## src/common/sector_map_pkg.sv

```systemverilog
// package: register map, descriptor encodings and config-bit positions
package sector_map_pkg;

  // ***************************************************************
  // register offsets (byte addresses on the register bus)
  // ***************************************************************
  localparam logic [7:0] OFF_CFG_ONE   = 8'h00;
  localparam logic [7:0] OFF_CFG_THREE = 8'h04;
  localparam logic [7:0] OFF_ANY_ADDR  = 8'h08;
  localparam logic [7:0] OFF_ANY_DATA  = 8'h0C;
  localparam logic [7:0] OFF_DESC_SEL  = 8'h10;
  localparam logic [7:0] OFF_DESC_DATA = 8'h14;
  localparam logic [7:0] OFF_MAP_STAT  = 8'h18;

  // ***************************************************************
  // register reset values
  // ***************************************************************
  localparam logic [7:0]  RST_CFG_ONE   = 8'h00;
  localparam logic [7:0]  RST_CFG_THREE = 8'h02;
  localparam logic [31:0] RST_ANY_ADDR  = 32'h0000_0000;
  localparam logic [2:0]  RST_DESC_SEL  = 3'h0;

  // ***************************************************************
  // configuration bits that form the map index
  // ***************************************************************
  localparam int UNIFORM_ARCH_BIT = 3;
  localparam int PARAM_TOP_BIT    = 2;
  localparam int LARGE_256K_BIT   = 1;

  // read-any-register addresses of the two nonvolatile registers
  localparam logic [31:0] ANY_ADDR_CFG_ONE   = 32'h0000_0002;
  localparam logic [31:0] ANY_ADDR_CFG_THREE = 32'h0000_0004;

  // ***************************************************************
  // supported map index values
  // ***************************************************************
  localparam logic [2:0] IDX_HYBRID_BOTTOM = 3'h1;
  localparam logic [2:0] IDX_HYBRID_TOP    = 3'h3;
  localparam logic [2:0] IDX_UNIFORM_256K  = 3'h5;

  typedef enum logic [1:0] {
    MAP_BOTTOM,
    MAP_TOP,
    MAP_UNIFORM,
    MAP_UNSUPPORTED
  } map_sel_t;

  // map status register fields
  localparam int STAT_INDEX_LSB = 0;
  localparam int STAT_MAP_LSB   = 4;
  localparam int STAT_OK_BIT    = 8;

  // ***************************************************************
  // detection command descriptor encoding
  // ***************************************************************
  localparam logic [1:0] DESC_ADDR_LEN_VAR = 2'h3;
  localparam logic [1:0] DESC_RSV_HI       = 2'h3;
  localparam logic [3:0] DESC_LAT_VAR      = 4'hF;
  localparam logic [7:0] DESC_READ_ANY     = 8'h65;
  localparam logic [5:0] DESC_RSV_LO       = 6'h3F;
  localparam logic       DESC_IS_COMMAND   = 1'b0;

  localparam logic [7:0] MASK_DETECT_1 = 8'h08;
  localparam logic [7:0] MASK_DETECT_2 = 8'h04;
  localparam logic [7:0] MASK_DETECT_3 = 8'h02;
  localparam int         DESC_WORDS    = 6;

  typedef struct packed {
    logic [7:0] mask;
    logic [1:0] addr_len;
    logic [1:0] rsv_hi;
    logic [3:0] latency;
    logic [7:0] opcode;
    logic [5:0] rsv_lo;
    logic       kind;
    logic       last;
  } desc_t;

  // ***************************************************************
  // bus responses
  // ***************************************************************
  localparam logic [1:0] RESP_OKAY   = 2'h0;
  localparam logic [1:0] RESP_SLVERR = 2'h2;

endpackage : sector_map_pkg

```

## src/verilog/sector_map_config_detect.sv

```systemverilog
// design: sector map configuration registers and detection descriptors
`timescale 1ns/10ps
`default_nettype none

// What this block does
// RULE1 - host orders bits MSb first
// RULE2 - config three bit 3 is index MSb
// RULE3 - config one bit 2 is middle bit
// RULE4 - config three bit 1 is index LSb
// RULE5 - indices 1, 3, 5 name the maps
// RULE6 - software programs only supported combinations
// RULE7 - some bits become don't care
// RULE8 - detection uses read-any-register, variable fields
// RULE9 - first read targets address 4
// RULE10 - first read masked to bit 3
// RULE11 - second read masked to bit 2
// RULE12 - bit1 zero command, bit0 zero continue
// RULE13 - reserved descriptor fields read all ones
// RULE14 - third read targets address 4, last
// RULE15 - other indices flagged unsupported
module sector_map_config_detect #(
  parameter logic [7:0] CFG_ONE_INIT   = sector_map_pkg::RST_CFG_ONE,
  parameter logic [7:0] CFG_THREE_INIT = sector_map_pkg::RST_CFG_THREE
) (
  input  wire logic        aclk,
  input  wire logic        aresetn,
  input  wire logic [7:0]  s_axi_awaddr,
  input  wire logic        s_axi_awvalid,
  output var  logic        s_axi_awready,
  input  wire logic [31:0] s_axi_wdata,
  input  wire logic [3:0]  s_axi_wstrb,
  input  wire logic        s_axi_wvalid,
  output var  logic        s_axi_wready,
  output var  logic [1:0]  s_axi_bresp,
  output var  logic        s_axi_bvalid,
  input  wire logic        s_axi_bready,
  input  wire logic [7:0]  s_axi_araddr,
  input  wire logic        s_axi_arvalid,
  output var  logic        s_axi_arready,
  output var  logic [31:0] s_axi_rdata,
  output var  logic [1:0]  s_axi_rresp,
  output var  logic        s_axi_rvalid,
  input  wire logic        s_axi_rready,
  output var  logic [2:0]  map_index,
  output var  logic        map_supported
);

  // *************************************************************
  // descriptor table
  // *************************************************************
  function automatic logic [31:0] command_desc(input logic [7:0] mask,
                                               input logic       last);
    sector_map_pkg::desc_t d;
    d.mask     = mask;
    d.addr_len = sector_map_pkg::DESC_ADDR_LEN_VAR; // [RULE8]
    d.rsv_hi   = sector_map_pkg::DESC_RSV_HI;       // [RULE13]
    d.latency  = sector_map_pkg::DESC_LAT_VAR;      // [RULE8]
    d.opcode   = sector_map_pkg::DESC_READ_ANY;     // [RULE8]
    d.rsv_lo   = sector_map_pkg::DESC_RSV_LO;       // [RULE13]
    d.kind     = sector_map_pkg::DESC_IS_COMMAND;   // [RULE12]
    d.last     = last;
    return d;
  endfunction : command_desc

  function automatic logic [31:0] desc_word(input logic [2:0] sel);
    case (sel)
      3'h0:    desc_word = command_desc(sector_map_pkg::MASK_DETECT_1,
                                        1'b0);
      3'h1:    desc_word = sector_map_pkg::ANY_ADDR_CFG_THREE;
      3'h2:    desc_word = command_desc(sector_map_pkg::MASK_DETECT_2,
                                        1'b0);
      3'h3:    desc_word = sector_map_pkg::ANY_ADDR_CFG_ONE;
      3'h4:    desc_word = command_desc(sector_map_pkg::MASK_DETECT_3,
                                        1'b1);
      3'h5:    desc_word = sector_map_pkg::ANY_ADDR_CFG_THREE;
      default: desc_word = 32'hFFFF_FFFF;
    endcase
  endfunction : desc_word

  // *************************************************************
  // register state
  // *************************************************************
  logic [7:0]  nv_config_reg_one;
  logic [7:0]  nv_config_reg_three;
  logic [31:0] any_addr;
  logic [2:0]  desc_sel;

  // write channel holding
  logic        aw_held;
  logic        w_held;
  logic [7:0]  aw_addr;
  logic [31:0] w_data;
  logic [3:0]  w_strb;
  logic        do_write;

  logic [2:0]              next_index;
  sector_map_pkg::map_sel_t next_map;
  logic                    next_ok;

  // *************************************************************
  // map index from the device's own configuration
  // *************************************************************
  always_comb
  begin
    next_index = {nv_config_reg_three[sector_map_pkg::UNIFORM_ARCH_BIT],
                  nv_config_reg_one[sector_map_pkg::PARAM_TOP_BIT],
                  nv_config_reg_three[sector_map_pkg::LARGE_256K_BIT]};
    // [RULE2] [RULE3] [RULE4]
    case (next_index)
      sector_map_pkg::IDX_HYBRID_BOTTOM: next_map = sector_map_pkg::MAP_BOTTOM;
      sector_map_pkg::IDX_HYBRID_TOP:    next_map = sector_map_pkg::MAP_TOP;
      sector_map_pkg::IDX_UNIFORM_256K:  next_map =
                                           sector_map_pkg::MAP_UNIFORM;
      default:                           next_map =
                                           sector_map_pkg::MAP_UNSUPPORTED;
    endcase
    next_ok = (next_map != sector_map_pkg::MAP_UNSUPPORTED);
  end

  always_ff @(posedge aclk)
  begin
    if (!aresetn)
    begin
      map_index     <= 3'h0;
      map_supported <= 1'b0;
    end
    else
    begin
      map_index     <= next_index;
      map_supported <= next_ok;
    end
  end

  // *************************************************************
  // write address and data, taken in either order
  // *************************************************************
  // ready drops while a channel is held, so a second item waits
  // until the response has been accepted
  assign do_write = aw_held && w_held && !s_axi_bvalid;

  always_ff @(posedge aclk)
  begin
    if (!aresetn)
    begin
      aw_held       <= 1'b0;
      aw_addr       <= 8'h00;
      s_axi_awready <= 1'b0;
    end
    else if (s_axi_awvalid && s_axi_awready)
    begin
      aw_held       <= 1'b1;
      aw_addr       <= s_axi_awaddr;
      s_axi_awready <= 1'b0;
    end
    else if (do_write)
    begin
      aw_held <= 1'b0;
    end
    else
    begin
      s_axi_awready <= !aw_held && !s_axi_bvalid;
    end
  end

  always_ff @(posedge aclk)
  begin
    if (!aresetn)
    begin
      w_held       <= 1'b0;
      w_data       <= 32'h0000_0000;
      w_strb       <= 4'h0;
      s_axi_wready <= 1'b0;
    end
    else if (s_axi_wvalid && s_axi_wready)
    begin
      w_held       <= 1'b1;
      w_data       <= s_axi_wdata;
      w_strb       <= s_axi_wstrb;
      s_axi_wready <= 1'b0;
    end
    else if (do_write)
    begin
      w_held <= 1'b0;
    end
    else
    begin
      s_axi_wready <= !w_held && !s_axi_bvalid;
    end
  end

  // *************************************************************
  // register updates
  // *************************************************************
  always_ff @(posedge aclk)
  begin
    if (!aresetn)
    begin
      nv_config_reg_one   <= CFG_ONE_INIT;
      nv_config_reg_three <= CFG_THREE_INIT;
      any_addr            <= sector_map_pkg::RST_ANY_ADDR;
      desc_sel            <= sector_map_pkg::RST_DESC_SEL;
    end
    else if (do_write)
    begin
      case (aw_addr)
        sector_map_pkg::OFF_CFG_ONE:
          if (w_strb[0])
            nv_config_reg_one <= w_data[7:0];
        sector_map_pkg::OFF_CFG_THREE:
          if (w_strb[0])
            nv_config_reg_three <= w_data[7:0];
        sector_map_pkg::OFF_ANY_ADDR:
          for (int b = 0; b < 4; b++)
            if (w_strb[b])
              any_addr[8*b +: 8] <= w_data[8*b +: 8];
        sector_map_pkg::OFF_DESC_SEL:
          if (w_strb[0])
            desc_sel <= w_data[2:0];
        default:
          ;
      endcase
    end
  end

  // *************************************************************
  // write response
  // *************************************************************
  always_ff @(posedge aclk)
  begin
    if (!aresetn)
    begin
      s_axi_bvalid <= 1'b0;
      s_axi_bresp  <= sector_map_pkg::RESP_OKAY;
    end
    else if (do_write)
    begin
      s_axi_bvalid <= 1'b1;
      case (aw_addr)
        sector_map_pkg::OFF_CFG_ONE,
        sector_map_pkg::OFF_CFG_THREE,
        sector_map_pkg::OFF_ANY_ADDR,
        sector_map_pkg::OFF_DESC_SEL,
        sector_map_pkg::OFF_ANY_DATA,
        sector_map_pkg::OFF_DESC_DATA,
        sector_map_pkg::OFF_MAP_STAT:
          s_axi_bresp <= sector_map_pkg::RESP_OKAY;
        default:
          s_axi_bresp <= sector_map_pkg::RESP_SLVERR;
      endcase
    end
    else if (s_axi_bready)
    begin
      s_axi_bvalid <= 1'b0;
    end
  end

  // *************************************************************
  // read channel
  // *************************************************************
  always_ff @(posedge aclk)
  begin
    if (!aresetn)
    begin
      s_axi_arready <= 1'b0;
      s_axi_rvalid  <= 1'b0;
      s_axi_rdata   <= 32'h0000_0000;
      s_axi_rresp   <= sector_map_pkg::RESP_OKAY;
    end
    else if (s_axi_arvalid && s_axi_arready)
    begin
      s_axi_arready <= 1'b0;
      s_axi_rvalid  <= 1'b1;
      s_axi_rresp   <= sector_map_pkg::RESP_OKAY;
      case (s_axi_araddr)
        sector_map_pkg::OFF_CFG_ONE:
          s_axi_rdata <= {24'h000000, nv_config_reg_one};
        sector_map_pkg::OFF_CFG_THREE:
          s_axi_rdata <= {24'h000000, nv_config_reg_three};
        sector_map_pkg::OFF_ANY_ADDR:
          s_axi_rdata <= any_addr;
        // read-any-register path the detection commands use
        sector_map_pkg::OFF_ANY_DATA:
          if (any_addr == sector_map_pkg::ANY_ADDR_CFG_ONE)
            s_axi_rdata <= {24'h000000, nv_config_reg_one};
          else if (any_addr == sector_map_pkg::ANY_ADDR_CFG_THREE)
            s_axi_rdata <= {24'h000000, nv_config_reg_three};
          else
            s_axi_rdata <= 32'h0000_0000;
        sector_map_pkg::OFF_DESC_SEL:
          s_axi_rdata <= {29'h00000000, desc_sel};
        sector_map_pkg::OFF_DESC_DATA:
          s_axi_rdata <= desc_word(desc_sel); // [RULE13]
        sector_map_pkg::OFF_MAP_STAT:
          s_axi_rdata <= {23'h000000, map_supported, 2'h0, next_map,
                          1'b0, map_index};
        default:
        begin
          s_axi_rdata <= 32'h0000_0000;
          s_axi_rresp <= sector_map_pkg::RESP_SLVERR;
        end
      endcase
    end
    else if (s_axi_rvalid)
    begin
      if (s_axi_rready)
        s_axi_rvalid <= 1'b0;
    end
    else
    begin
      s_axi_arready <= 1'b1;
    end
  end

endmodule : sector_map_config_detect

`default_nettype wire
```

## config.mk

```make
export PLATFORM = sky130hd
export DESIGN_NAME = sector_map_config_detect
export DESIGN_NICKNAME = d
export VERILOG_FILES = /design/src/common/sector_map_pkg.sv /design/src/verilog/sector_map_config_detect.sv
export SDC_FILE = /design/constraint.sdc
export NUM_CORES = 1
export LEC_CHECK = 0
export ABC_CLOCK_PERIOD_IN_PS = 3890
export BUFFER_PORTS_ARGS = -buffer_cell sky130_fd_sc_hd__buf_2
export CAP_MARGIN = 10
export CORE_ASPECT_RATIO = 1.5
export CORE_MARGIN = 10
export CORE_UTILIZATION = 55
export CTS_BUF_LIST = sky130_fd_sc_hd__clkbuf_4 sky130_fd_sc_hd__clkbuf_8
export DETAILED_ROUTE_END_ITERATION = 12
export PLACE_DENSITY = 0.79
export SYNTH_ARGS = -nofsm -noshare
export SYNTH_HDL_FRONTEND = slang
export SYNTH_SLANG_ARGS = --single-unit
```

## constraint.sdc

```tcl
create_clock -name aclk -period 3.89 [get_ports aclk]
set_input_delay 0.389 -clock aclk [delete_from_list [all_inputs] [get_ports aclk]]
set_output_delay 0.389 -clock aclk [all_outputs]
set_load 0.02 [all_outputs]
```

==> summary.md <==
| Metric | Value |
|---|---|
| Die X | `105.2 microns` |
| TritonCTS Sinks | `140` |
| Worst skew pair latency | `0.43 ns` |
| WS Path Type | `register to register` |
| Switching part of the total | `0.2309` |
| Fmax | `0.4812 GHz` |
| Setup TNS Final | `0 ns` |
| First-pass GRT wire length | `23,860 microns` |
| Remaining DRCs | `0` |
| Global route overflow | `0` |
| Critical Path End Type | `register` |
| Top-area cell type share of the netlist area | `0.4685` |
| Post-DP HPWL | `10,530 microns` |
| Syn_area_per_cell | `9.009 sq um` |
| Cell Area, Synth | `0.005982 sq mm` |
| Post-route clock skew | `0.009305 ns` |
| Placed Cells | `865` |
| Async S/R FF share, synth | `0` |
| Final setup fails | `0` |
| Fin crit period | `2.078 ns` |
| CTS tree | `yes` |
| Clock Path Buffers | `2` |
| Die footprint | `0.01553 sq mm` |
| Post-synthesis cell type with the largest combined area | `dfxtp_1` |
| Final WS setup | `1.812 ns` |
| Antenna diodes | `0` |
| Multi-input logic area | `0.002910 sq mm` |
| Ys Warns | `0` |
| Peak VDD IR | `0.2545 mV` |
| Leading cell types by count after synthesis | `dfxtp_1, nand2_1, a21boi_0` |
| Post-CTS Setup Repair Bufs | `0` |
| Outcome | `completed` |
| Pleak | `2.746 nW` |
| Gate power share | `0.062` |
| Post-Synthesis Cells | `664` |
| I/O Pins | `104` |
| Worst-margin pin slew | `1.169 ns` |
| Largest net degree at the start of global routing | `110` |
| Register area | `0.002803 sq mm` |
| Max Slew Vio Count | `0` |
| Layout cells sized above 1 | `0.2074` |
| Most common cell in the netlist | `dfxtp_1` |
| Root Driver | `clkbuf_8` |
| Internal power | `2.191 mW` |
| Overall Global Routing Usage | `0.1847` |
| Mean routed wirelength per cell | `15.96 microns` |
| Nets@finish | `799` |
| Die H | `147.7 microns` |
| Critical-path maximum fanout | `15` |
| Hold Crit Class | `input pin to register` |
| Rows | `46` |
| # resized after CTS | `0` |
| Placeable Area | `0.01059 sq mm` |
| Post-synth EDFFs | `0` |
| Max_slew headroom | `0.2149` |
| Overall Power | `2.848 mW` |
| Psw | `0.6576 mW` |
| DRT iter0 DRCs | `258` |
| Initial antenna violation count | `0` |
| Starting density of the core | `0.5649` |
| Number of fill cells | `940` |
| Vias | `4,892` |
| Final WL | `14,300 microns` |
| Register area share after synthesis | `0.4685` |
| Crit path required time | `4.17 ns` |
| Max-cap viol count | `0` |
| Routability Congestion | `0.9088` |
| H-Tree Depth | `4` |
| Synthesized flop and latch total | `140` |
| DR pass1 iterations | `5` |
| Worst Path Arrival | `2.36 ns` |
| Final ANT Viol Nets | `0` |
| Synth unique cells | `59` |
| Area grow syn2layout | `14.66%` |
| Vias per cell | `5.460` |
| Hold_buf cts | `0` |
| Layout Utilization | `0.6477` |
| CTS buffer count | `17` |
| RSZ-0062 raised after global routing | `false` |
| R2R setup slack | `1.81 ns` |
| Flop pwr share | `0.521` |
| Primary FF master, synth | `dfxtp_1` |
| Port Buffers | `101` |
| Type of origin of the critical path | `register` |
| Clock power share | `0.417` |
| Clock-pin slew on the worst setup and hold paths | `0.07 ns` |
| Tcrit/Tclk final | `0.5342` |
| Vias in the first global route | `4,972` |
| Pre-CTS setup slack | `1.452 ns` |
| Power Density | `415.3 mW/mm^2` |
| Synth top area cells | `dfxtp_1, nand2_1, mux2i_1` |
| Final hold violations | `0` |
| Final cell count without fillers | `896` |
[cell families (layout without fill, tap and decap cells)]
kind of cell,Yosys count,after routing,synth area share
multiplexers,46,46,0.07718
AND/OR/NAND/NOR,255,255,0.2217
other,1,2,0.0006269
buffers and inverters,56,143,0.04560
AO/OA/AOI/OAI,166,166,0.1864
flip-flops,140,140,0.4685
[power groups by stage]
stage / Clock (mW) / Combinational [mW] / Sequential, mW
after detailed placement: 0 / 0.176 / 1.52
final: 1.19 / 0.176 / 1.48
after CTS: 1.21 / 0.177 / 1.48
after global placement: 0 / 0.171 / 1.52
after floorplan: 0 / 0.114 / 1.52
after global routing: 1.27 / 0.196 / 1.49
[cell type report]
type,instances,area share
clock buffer,19,0.03812
clock inverter,12,0.02134
inverter,8,0.004378
timing repair buffer,104,0.07698
multi-input combinational,469,0.4243
tap,144,0.02627
sequential,140,0.4086
[critical path, cell delays in order, from the launching register on]
cell and delay [ns]:
dfxtp_1 0.43, and3b_1 0.26, nand3_2 0.14, or4_1 0.79, mux2i_1 0.25, nand2_1 0.07
[registers in the layout, indices dropped and copies added, names as in the netlist]
signal               cells
s_axi_bresp              1
map_index                3
desc_sel                 3
s_axi_awready            1
aw_addr                  8
nv_config_reg_three      8
s_axi_wready             1
any_addr                32
map_supported            1
nv_config_reg_one        8
s_axi_bvalid             1
aw_held                  1
s_axi_arready            1
w_held                   1
w_data                  32
s_axi_rvalid             1
w_strb                   4
s_axi_rresp              1
s_axi_rdata             32
[layer usage]
layer  track usage  share of wire  vias up
met3       0.05570          0.061       39
met5             0              0        -
met2        0.2971           0.47      181
li1              -              -     2458
met4       0.09573          0.034        0
met1        0.2169           0.44     2214
[placed cells by master, fill, tap and decap left out, types with 2 or more instances in the layout]
cell and count:
nor2b_1 40, mux2i_1 45, nor4_1 11, nand3_1 16, or3_4 2, a21oi_1 28
o2bb2ai_1 4, buf_4 3, nor3_4 3, clkinvlp_4 3, and2_1 6, o21ai_0 29
nor3_1 5, a22o_1 4, buf_2 101, clkinv_2 5, dfxtp_1 140, a211oi_1 3
or3_1 4, clkbuf_8 19, nand2_2 3, nand2_1 139, nand2b_1 6, bufinv_16 3
a31oi_1 3, a221o_1 3, a22oi_1 6, a21boi_0 51, nor4_4 2, or4_1 3
nand4_1 2, a211o_1 4, conb_1 2, o21ai_1 17, nor2_1 3, inv_1 8
o21ai_2 3
[through the flow]
step / instance area [sq um] / hold slack [ns]
finish: 6859 / 0.2003
global placement: 6451 / 0.4338
global route: 6859 / 0.1921
floorplan: 5986 / 0.4428
detailed placement: 6451 / 0.4377
CTS: 6859 / 0.1877
[worst paths after layout]
kind / start / end / depth (start not counted)
min: s_axi_wstrb[3] / w_strb[3]$_SDFFE_PN0P_ / 3
max reg2reg: w_held$_SDFFE_PN0P_ / nv_config_reg_three[1]$_SDFFE_PN1P_ / 5
min reg2reg: s_axi_rdata[23]$_SDFFE_PN0P_ / s_axi_rdata[23]$_SDFFE_PN0P_ / 2
max: w_held$_SDFFE_PN0P_ / nv_config_reg_three[1]$_SDFFE_PN1P_ / 5
Power figures use the tool's default switching activity.
